==> config.mk <==
export PLATFORM = sky130hd
export DESIGN_NAME = drive_run_and_frequency_command
export DESIGN_NICKNAME = d
export VERILOG_FILES = /design/src/core/drive_cmd_pkg.sv /design/src/core/freq_source_mux.sv /design/src/core/drive_run_and_frequency_command.sv
export VERILOG_INCLUDE_DIRS = /design/src /design/src/core
export SDC_FILE = /design/constraint.sdc
export NUM_CORES = 2
export LEC_CHECK = 0
export BUFFER_PORTS_ARGS = -buffer_cell sky130_fd_sc_hd__buf_4
export CAP_MARGIN = 20
export CELL_PAD_IN_SITES_DETAIL_PLACEMENT = 1
export CELL_PAD_IN_SITES_GLOBAL_PLACEMENT = 2
export CORE_ASPECT_RATIO = 1.4
export CORE_UTILIZATION = 38
export CTS_CLUSTER_DIAMETER = 100
export CTS_CLUSTER_SIZE = 10
export DETAILED_ROUTE_END_ITERATION = 8
export PLACE_DENSITY_LB_ADDON = 0.1
export REMOVE_ABC_BUFFERS = 1
export SLEW_MARGIN = 30
export SYNTH_ARGS = -nofsm -noshare
export SYNTH_HDL_FRONTEND = slang
export SYNTH_SLANG_ARGS = --single-unit
==> constraint.sdc <==
create_clock -name clock -period 166.5 [get_ports clock]
set_input_delay 16.65 -clock clock [delete_from_list [all_inputs] [get_ports clock]]
set_output_delay 16.65 -clock clock [all_outputs]
set_load 0.005 [all_outputs]
==> src/core/drive_cmd_defines.svh <==
// Constants for the drive run and frequency command block.
// Assumes inclusion by bare name from the package and from design modules.
`ifndef DRIVE_CMD_DEFINES_SVH
`define DRIVE_CMD_DEFINES_SVH
// Frequencies are in units of 0.01 Hz, times in units of 0.1 s
`define FREQ_W 17
`define FREQ_MAX 17'h0_FDE8
`define LOWER_MAX 17'h0_FDE7
`define UPPER_MIN 17'h0_0001
`define TIME_W 16
`define TIME_MIN 16'h0_001
`define TIME_MAX 16'h8_CA0
`define FUNC_FWD 5'h00
`define FUNC_REV 5'h01
`define FUNC_ALT_SRC 5'h0D
`define NUM_INPUTS 5
// Ramp step: 0.01 Hz step enable from a 1 ms tick (10 MHz clock)
`define CLK_HZ 10000000
`define TICK_US 1000
`define TICK_CYCLES ((`CLK_HZ / 1000000) * `TICK_US)
`endif

==> src/core/drive_cmd_pkg.sv <==
// Types for the drive run and frequency command block.
// Assumes drive_cmd_defines.svh is on the include path.
`include "drive_cmd_defines.svh"
package drive_cmd_pkg;
   // ==========================================
   // Terminal operation modes
   typedef enum logic [1:0] {
      TERM_FWD_REV = 2'b00,
      TERM_RUN_DIR = 2'b01,
      TERM_THREE_WIRE = 2'b10
   } term_mode_t;
   // Frequency sources
   typedef enum logic [2:0] {
      SRC_KEYPAD_UPDN = 3'b000,
      SRC_KEYPAD_POT = 3'b001,
      SRC_VOLTAGE = 3'b010,
      SRC_CURRENT = 3'b011,
      SRC_EXT_UPDN = 3'b100,
      SRC_COMM = 3'b101,
      SRC_PID = 3'b110
   } freq_src_t;
   typedef enum logic [1:0] {
      INIT_CURRENT = 2'b00,
      INIT_ZERO = 2'b01,
      INIT_SETPOINT = 2'b10
   } init_sel_t;
   // Source values grouped together
   typedef struct packed {
      logic [`FREQ_W-1:0] keypad_updn;
      logic [`FREQ_W-1:0] keypad_pot;
      logic [`FREQ_W-1:0] voltage_in;
      logic [`FREQ_W-1:0] current_in;
      logic [`FREQ_W-1:0] ext_updn;
      logic [`FREQ_W-1:0] comm;
      logic [`FREQ_W-1:0] pid;
   } freq_sources_t;
   // Four ramp times, 0.1 s units
   typedef struct packed {
      logic [`TIME_W-1:0] accel1;
      logic [`TIME_W-1:0] decel1;
      logic [`TIME_W-1:0] accel2;
      logic [`TIME_W-1:0] decel2;
   } ramp_times_t;
endpackage : drive_cmd_pkg

==> src/core/freq_source_mux.sv <==
// Frequency source selector for one selector setting.
// Assumes all sources are already in 0.01 Hz units.
`timescale 1ns/1ps
`default_nettype none
`include "drive_cmd_defines.svh"
module freq_source_mux (
   input wire drive_cmd_pkg::freq_src_t sel,
   input wire drive_cmd_pkg::freq_sources_t src,
   output logic [`FREQ_W-1:0] value
);
   // ==========================================
   // Decode
   // source decode
   always_comb begin
      value = '0;
      unique case (sel)
         drive_cmd_pkg::SRC_KEYPAD_UPDN: value = src.keypad_updn;
         drive_cmd_pkg::SRC_KEYPAD_POT: value = src.keypad_pot;
         drive_cmd_pkg::SRC_VOLTAGE: value = src.voltage_in;
         drive_cmd_pkg::SRC_CURRENT: value = src.current_in;
         drive_cmd_pkg::SRC_EXT_UPDN: value = src.ext_updn;
         drive_cmd_pkg::SRC_COMM: value = src.comm;
         drive_cmd_pkg::SRC_PID: value = src.pid;
         default: value = '0; // Code 7 is illegal, gives zero
      endcase
   end
endmodule : freq_source_mux
`default_nettype wire

==> src/core/drive_run_and_frequency_command.sv <==
// Run, stop, direction and frequency command logic of a motor drive.
// Assumes settings are static ports held by firmware; inputs synchronous.
// Contract
// Terminal mode 0 fwd/rev switches, 1 run plus direction, 2 three-wire.
// Mode 0: function 0 input closed runs forward, open stops.
// Mode 0: function 1 input closed runs reverse, open stops.
// Mode 1: function 0 input is maintained run/stop switch.
// Mode 1: function 1 input off forward, on reverse.
// Mode 2: momentary run button starts, separate button stops.
// Mode 2: function assignments ignored, inputs 1 to 3 fixed roles.
// Mode 2: stop button normally closed; run only while it is closed.
// Source selector codes 0 to 6 choose the seven sources.
// Combine 0: main source, alternative while function 13 active.
// Combine 1: command is main plus alternative.
// Comm frequency readable as set frequency, used only when selected.
// Power down saves keypad frequency (0) or comm frequency (1).
// Keypad initial frequency: current command, zero, or stored setpoint.
// Lower limit and command both zero: run gives no output, stop shown.
// Command above lower limit: ramp from zero up to command.
// Lower limit nonzero, command at or below it: start at lower limit.
// Two accel and two decel times, 0.1 to 3600.0 s.
// Actual ramp time scales by (set minus start frequency) over max.
// Upper limit 0.01 to 650.00 Hz, lower 0.00 to 649.99 Hz.
// Frequency command clamped to upper limit before the ramp.
`timescale 1ns/1ps
`default_nettype none
`include "drive_cmd_defines.svh"
module drive_run_and_frequency_command (
   input wire logic clock,
   input wire logic rst,
   // Multifunction inputs, bit 0 is input 1, high means closed
   input wire logic [`NUM_INPUTS-1:0] multifunction_input,
   input wire logic [`NUM_INPUTS*5-1:0] input_function,
   input wire drive_cmd_pkg::term_mode_t term_mode,
   input wire drive_cmd_pkg::freq_src_t main_src_sel,
   input wire drive_cmd_pkg::freq_src_t alt_src_sel,
   input wire logic combine_sum,
   input wire drive_cmd_pkg::freq_sources_t sources,
   input wire logic save_comm,
   input wire logic power_down,
   input wire drive_cmd_pkg::init_sel_t init_sel,
   input wire logic [`FREQ_W-1:0] init_setpoint,
   input wire logic [`FREQ_W-1:0] upper_limit,
   input wire logic [`FREQ_W-1:0] lower_limit,
   input wire logic [`FREQ_W-1:0] start_freq,
   input wire logic [`FREQ_W-1:0] max_out_freq,
   input wire drive_cmd_pkg::ramp_times_t ramp_times,
   input wire logic ramp_set2,
   output logic run_active,
   output logic reverse,
   output logic stop_shown,
   output logic [`FREQ_W-1:0] freq_command,
   output logic [`FREQ_W-1:0] output_freq,
   output logic [`FREQ_W-1:0] set_freq_readback,
   output logic [`FREQ_W-1:0] saved_freq,
   output logic [`FREQ_W-1:0] keypad_initial,
   output logic [`TIME_W-1:0] actual_accel,
   output logic [`TIME_W-1:0] actual_decel
);
   // ==========================================
   // Input function decode
   logic [`NUM_INPUTS-1:0] is_fwd;
   logic [`NUM_INPUTS-1:0] is_rev;
   logic [`NUM_INPUTS-1:0] is_alt;
   genvar gi;
   // Per-input function match, one generate entry per input
   generate
      for (gi = 0; gi < `NUM_INPUTS; gi = gi + 1) begin : g_func
         assign is_fwd[gi] = input_function[gi*5 +: 5] == `FUNC_FWD;
         assign is_rev[gi] = input_function[gi*5 +: 5] == `FUNC_REV;
         assign is_alt[gi] = input_function[gi*5 +: 5] == `FUNC_ALT_SRC;
      end
   endgenerate
   logic fwd_closed;
   logic rev_closed;
   logic alt_active;
   // Any input with the function that is closed
   assign fwd_closed = |(is_fwd & multifunction_input);
   assign rev_closed = |(is_rev & multifunction_input);
   // alternative switch input
   assign alt_active = |(is_alt & multifunction_input)
      && term_mode != drive_cmd_pkg::TERM_THREE_WIRE;

   // ==========================================
   // Run request decode
   logic run_req;
   logic dir_req;
   logic latch_r;
   logic dir3_r;
   // Three-wire latch: input 1 run, input 2 stop (NC), input 3 direction
   // fixed roles in three-wire
   // momentary start and stop
   always_ff @(posedge clock) begin
      if (rst) begin
         latch_r <= 1'b0;
      end else if (term_mode != drive_cmd_pkg::TERM_THREE_WIRE) begin
         latch_r <= 1'b0;
      end else if (!multifunction_input[1]) begin
         // open stop contact wins
         latch_r <= 1'b0;
      end else if (multifunction_input[0]) begin
         latch_r <= 1'b1;
      end
   end
   // Direction input sampled at run start so it cannot flip mid-run
   always_ff @(posedge clock) begin
      if (rst) begin
         dir3_r <= 1'b0;
      end else if (!latch_r) begin
         dir3_r <= multifunction_input[2];
      end
   end
   // terminal mode decode
   always_comb begin
      run_req = 1'b0;
      dir_req = 1'b0;
      unique case (term_mode)
         drive_cmd_pkg::TERM_FWD_REV: begin
            // forward switch
            // reverse switch; both closed is treated as stop
            run_req = fwd_closed ^ rev_closed;
            dir_req = rev_closed;
         end
         drive_cmd_pkg::TERM_RUN_DIR: begin
            // maintained run switch
            run_req = fwd_closed;
            // off forward, on reverse
            dir_req = rev_closed;
         end
         drive_cmd_pkg::TERM_THREE_WIRE: begin
            run_req = latch_r;
            dir_req = dir3_r;
         end
         default: begin
            run_req = 1'b0;
            dir_req = 1'b0;
         end
      endcase
   end

   // ==========================================
   // Frequency command path
   logic [`FREQ_W-1:0] main_val;
   logic [`FREQ_W-1:0] alt_val;
   logic [`FREQ_W:0] sum_val;
   logic [`FREQ_W-1:0] cmd_nxt;
   logic [`FREQ_W-1:0] upper_eff;
   logic [`FREQ_W-1:0] lower_eff;
   freq_source_mux u_main (
      .sel(main_src_sel),
      .src(sources),
      .value(main_val)
   );
   freq_source_mux u_alt (
      .sel(alt_src_sel),
      .src(sources),
      .value(alt_val)
   );
   // limit ranges enforced on the settings
   always_comb begin
      upper_eff = upper_limit;
      if (upper_limit < `UPPER_MIN) upper_eff = `UPPER_MIN;
      if (upper_limit > `FREQ_MAX) upper_eff = `FREQ_MAX;
      lower_eff = (lower_limit > `LOWER_MAX) ? `LOWER_MAX : lower_limit;
   end
   // Combination and clamp
   always_comb begin
      sum_val = {1'b0, main_val} + {1'b0, alt_val};
      cmd_nxt = main_val;
      if (combine_sum) begin
         // sum of main and alternative
         cmd_nxt = sum_val[`FREQ_W-1:0];
         if (sum_val[`FREQ_W]) cmd_nxt = upper_eff;
      end else if (alt_active) begin
         // alternative while switched
         cmd_nxt = alt_val;
      end
      // clamp to upper limit
      if (cmd_nxt > upper_eff) cmd_nxt = upper_eff;
   end
   always_ff @(posedge clock) begin
      if (rst) begin
         freq_command <= '0;
      end else begin
         freq_command <= cmd_nxt;
      end
   end
   // comm readback, only comm selection uses it (via mux)
   always_ff @(posedge clock) begin
      if (rst) begin
         set_freq_readback <= '0;
      end else begin
         set_freq_readback <= (sources.comm > `FREQ_MAX) ? `FREQ_MAX : sources.comm;
      end
   end
   // save on power down
   always_ff @(posedge clock) begin
      if (rst) begin
         saved_freq <= '0;
      end else if (power_down) begin
         saved_freq <= save_comm ? sources.comm : sources.keypad_updn;
      end
   end
   // keypad initial frequency
   always_ff @(posedge clock) begin
      if (rst) begin
         keypad_initial <= '0;
      end else begin
         unique case (init_sel)
            drive_cmd_pkg::INIT_CURRENT: keypad_initial <= freq_command;
            drive_cmd_pkg::INIT_ZERO: keypad_initial <= '0;
            drive_cmd_pkg::INIT_SETPOINT: keypad_initial <= init_setpoint;
            default: keypad_initial <= '0;
         endcase
      end
   end

   // ==========================================
   // Ramp times
   logic [`TIME_W-1:0] acc_sel;
   logic [`TIME_W-1:0] dec_sel;
   logic [`FREQ_W-1:0] span;
   logic [`TIME_W+`FREQ_W-1:0] acc_prod;
   logic [`TIME_W+`FREQ_W-1:0] dec_prod;
   logic [`TIME_W+`FREQ_W-1:0] max_div;
   // two sets, clipped to 0.1 .. 3600.0 s
   always_comb begin
      acc_sel = ramp_set2 ? ramp_times.accel2 : ramp_times.accel1;
      dec_sel = ramp_set2 ? ramp_times.decel2 : ramp_times.decel1;
      if (acc_sel < `TIME_MIN) acc_sel = `TIME_MIN;
      if (acc_sel > `TIME_MAX) acc_sel = `TIME_MAX;
      if (dec_sel < `TIME_MIN) dec_sel = `TIME_MIN;
      if (dec_sel > `TIME_MAX) dec_sel = `TIME_MAX;
   end
   // scale by span over max frequency; divider kept combinational
   always_comb begin
      span = (freq_command > start_freq) ? freq_command - start_freq : '0;
      acc_prod = acc_sel * span;
      dec_prod = dec_sel * span;
      max_div = {{`TIME_W{1'b0}}, (max_out_freq == '0) ? `UPPER_MIN : max_out_freq};
   end
   always_ff @(posedge clock) begin
      if (rst) begin
         actual_accel <= '0;
         actual_decel <= '0;
      end else begin
         actual_accel <= `TIME_W'(acc_prod / max_div);
         actual_decel <= `TIME_W'(dec_prod / max_div);
      end
   end

   // ==========================================
   // Ramp generator, one 0.01 Hz step per tick
   logic [15:0] tick_cnt_r;
   logic tick;
   logic running_r;
   assign tick = tick_cnt_r == 16'(`TICK_CYCLES - 1);
   always_ff @(posedge clock) begin
      if (rst || tick) begin
         tick_cnt_r <= '0;
      end else begin
         tick_cnt_r <= tick_cnt_r + 16'h0001;
      end
   end
   logic zero_case;
   // nothing to run at zero limit and zero command
   assign zero_case = lower_eff == '0 && freq_command == '0;
   always_ff @(posedge clock) begin
      if (rst) begin
         running_r <= 1'b0;
         output_freq <= '0;
         reverse <= 1'b0;
      end else if (!running_r) begin
         if (run_req && !zero_case) begin
            running_r <= 1'b1;
            reverse <= dir_req;
            // start at lower limit when command at or below it
            // otherwise ramp from zero
            output_freq <= (lower_eff != '0 && freq_command <= lower_eff) ?
               lower_eff : '0;
         end
      end else if (tick) begin
         if (!run_req) begin
            if (output_freq == '0) running_r <= 1'b0;
            else output_freq <= output_freq - 17'h0_0001;
         end else if (output_freq < freq_command) begin
            output_freq <= output_freq + 17'h0_0001;
         end else if (output_freq > freq_command) begin
            output_freq <= output_freq - 17'h0_0001;
         end
      end
   end
   assign run_active = running_r;
   // stop indication
   assign stop_shown = !running_r;
endmodule : drive_run_and_frequency_command
`default_nettype wire

==> impl_metrics.yaml <==
outcome:
  status: "finished clean"
setup_path:
  largest_stage_delay_on_the_critical_path_ns: 0.86
  critPathMaxFanout: 39
  regToRegEndpoint: "actual_decel[0]"
  worst_reg_to_reg_setup_slack_ns: 47.43
  cp-end-kind: "flop"
  worstPathArrival_ns: 135.17
  cp-start-kind: "input port"
  timing_worst_setup_path_type: "in2reg"
  timing.reg2reg.worst_path_depth: 490
  critPathMostFrequentCell: "o21a_1"
  required_ns: 166.89
  regToRegStartpoint: "freq_command[0]"
  crit_path_slowest_cell: "a221oi_1"
detailed_routing:
  route.detailed.drc: 0
  dr.first_iter.drc_count: 3628
  dr_total_vias: 80230
  via_per_inst: 5.994
  finalWirelength_mm: 305.8
  post_drt_antenna_nets: 0
  detailedRoute.firstPassIterationCount: 5
  post_drt_wl_per_cell_um: 22.85
global_routing:
  first_global_vias: 85550
  gr-max-usage-layer: "met2"
  number_of_antenna_violations_at_the_first_check_in_global_routing: 7
  grt_first_pass_wirelength_mm: 477.4
  grt_use_met3_pct: 2.109
  grt_use_met2_pct: 55.21
  global_route.usage.met1_pct: 33.06
  groute.usage.overall_pct: 29.26
  grt_max_degree: 55
  grt_overflow_total: 0
final_layout:
  design.final.nets: 12610
  most_common_cell_after_layout_fill_and_taps_aside: "nor2_1"
  area_delta_synth_final_pct: 9.419
  layout-drive-gt1-share_pct: 10.44
  layout_common_cells: "nor2_1 (1192), ha_1 (1152), nand2_1 (1072)"
  final_cells: 13390
  final_design_area_no_fill_sq_mm: 0.08351
clock_network:
  cts_num_sinks: 137
  h_tree_depth: 4
  cts_tree: "yes"
  worst_setup_hold_path_clk_slew_ns: 0.06
  cts.repair.resized: 0
  ctsRootBufferMaster: "clkbuf_16"
  cts.repair_timing.setup_buffer_count: 0
  cts.path.max_buffers: 3
  number_of_clock_buffers_inserted_by_tritoncts: 25
  holdBufCountCts: 0
  clock_insertion_delay_worst_skew_ns: 0.57
synth:
  postSynthRegisterBits: 137
  synthTopCellsByArea: "ha_1 (19%), fa_1 (11%), nor2_1 (5.9%), nand2_1 (5.3%), o21a_1 (4.6%)"
  syn_area_cell_sq_um: 7.291
  synth_area_sq_mm: 0.07632
  async_flop_share_pct: 0
  post-synth-top-area-cell: "ha_1"
  ys.flop_type: "dfxtp_1"
  sequential_area_share_after_synthesis_pct: 3.594
  count_of_flip_flops_with_a_built_in_enable_after_synthesis: 0
  post_synthesis_instance_total: 10470
  synth.top_cell.area_share_pct: 18.89
  number_of_different_library_cells_in_the_post_synthesis_netlist: 133
  synth_warnings: 0
floorplan:
  ioPinCount: 434
  placement_rows: 194
  die_area_sq_mm: 0.2027
  core_area_sq_mm: 0.1995
  initial_core_utilization_pct: 38.25
  die_height_um: 532.3
  chipWidth_um: 380.8
place:
  placed_cell_area_sq_mm: 0.08277
  place_congestion: 0.9283
  hpwlAfterDp_mm: 254.4
  io_buffer_count: 433
  post-place-cells: 13340
sta:
  final_hold_violations: 0
  timing.final.max_slew_violations: 0
  hold_ws_ns: 0.4651
  fmaxAchievable_mhz: 7.419
  timing.slew.headroom_pct: 28.27
  finalCritPeriodShare_pct: 80.95
  fin_worst_skew_ns: 0.03994
  finalCriticalPeriod_ns: 134.78
  setup_total_negative_slack_ns: 0
  rsz0062_at_grt: "false"
  setup_viol: 0
  max_slew.worst_pin.slew_ns: 1.072
hold_path:
  holdPathStages: 1
  min-delay-start: "tick_cnt_r[0]"
  hold_path.class: "reg2reg"
  hold_path_end: "tick_cnt_r[0]"
flow_run:
  max_cap_viol_count: 0
==> critical path, delay by kind of cell <==
| family | cells | cell delay, ns |
|---|---|---|
| buf+inv | 26 | 4.99 |
| fa+ha+maj | 41 | 14.49 |
| mux | 7 | 2.33 |
| compound gates | 308 | 71.14 |
| simple gates | 109 | 25.11 |
==> cells in the mapped netlist, types with 96 or more instances <==
library cell,count
a21o_1,223
xor2_1,190
nand2b_1,110
dfxtp_1,137
nor2_1,1201
a21oi_1,684
nor2b_1,105
fa_1,418
nand2_1,1072
and2_1,98
nor3_1,504
o21ai_0,432
mux2i_1,180
a31oi_1,96
clkbuf_1,278
or2_2,135
o31ai_1,260
o21a_1,470
nand3_1,179
xnor2_1,287
inv_1,731
ha_1,1152
mux2_2,207
==> metal layers <==
layer | routed length, um | part of all wire (%) | vias up
met5 | 14 | 0.0046 | -
met3 | 9021 | 2.9 | 551
li1 | - | - | 38240
met1 | 122700 | 40 | 40000
met2 | 159000 | 52 | 1431
met4 | 15160 | 5.0 | 2
==> metrics by stage <==
stage	utilization (%)	setup slack [ns]
floorplan	-	41.37
global placement	41.44	33.17
detailed placement	41.48	31.61
CTS	41.83	31.77
global route	41.85	23.23
finish	41.85	31.72
==> area by class of cell <==
| type | count | area [sq um] |
|---|---|---|
| clock buffer | 30 | 674.4 |
| timing repair buffer | 562 | 4233 |
| clock inverter | 3 | 17.52 |
| sequential | 137 | 2743 |
| multi-input combinational | 9264 | 69740 |
| inverter | 736 | 2765 |
| fill | 25150 | 116000 |
| antenna | 7 | 17.52 |
| tap | 2646 | 3311 |
==> state kept, by name (all words and copies together) (netlist names) <==
name	count
reverse	1
latch_r	1
freq_command	17
run_active	1
actual_decel	16
dir3_r	1
saved_freq	17
output_freq	17
keypad_initial	17
set_freq_readback	17
tick_cnt_r	16
actual_accel	16
==> kinds of logic after synthesis <==
family	share of synthesized area [%]
other	0.009841
and+or+nand+nor	24.08
DFF	3.594
muxes	6.058
buffers and inverters	5.292
AOI/OAI and AO/OA	25.58
xor gates and xnor gates	5.496
adders and majority gates	29.89
==> how the worst max path moves through the flow <==
| stage | from | endpoint | slack [ns] | cells past startpoint |
|---|---|---|---|---|
| floorplan | start_freq[1] | actual_decel[0] | 41.37 | 475 |
| detailed placement | start_freq[1] | actual_decel[0] | 31.61 | 495 |
| finish | start_freq[1] | actual_decel[0] | 31.72 | 491 |
| global placement | start_freq[1] | actual_decel[0] | 33.17 | 492 |
| global route | start_freq[1] | actual_decel[0] | 23.23 | 500 |
| CTS | start_freq[1] | actual_decel[0] | 31.77 | 495 |
Power is not shown: default switching activity piles up to over one toggle a cycle in this logic, so the estimate is an artifact.
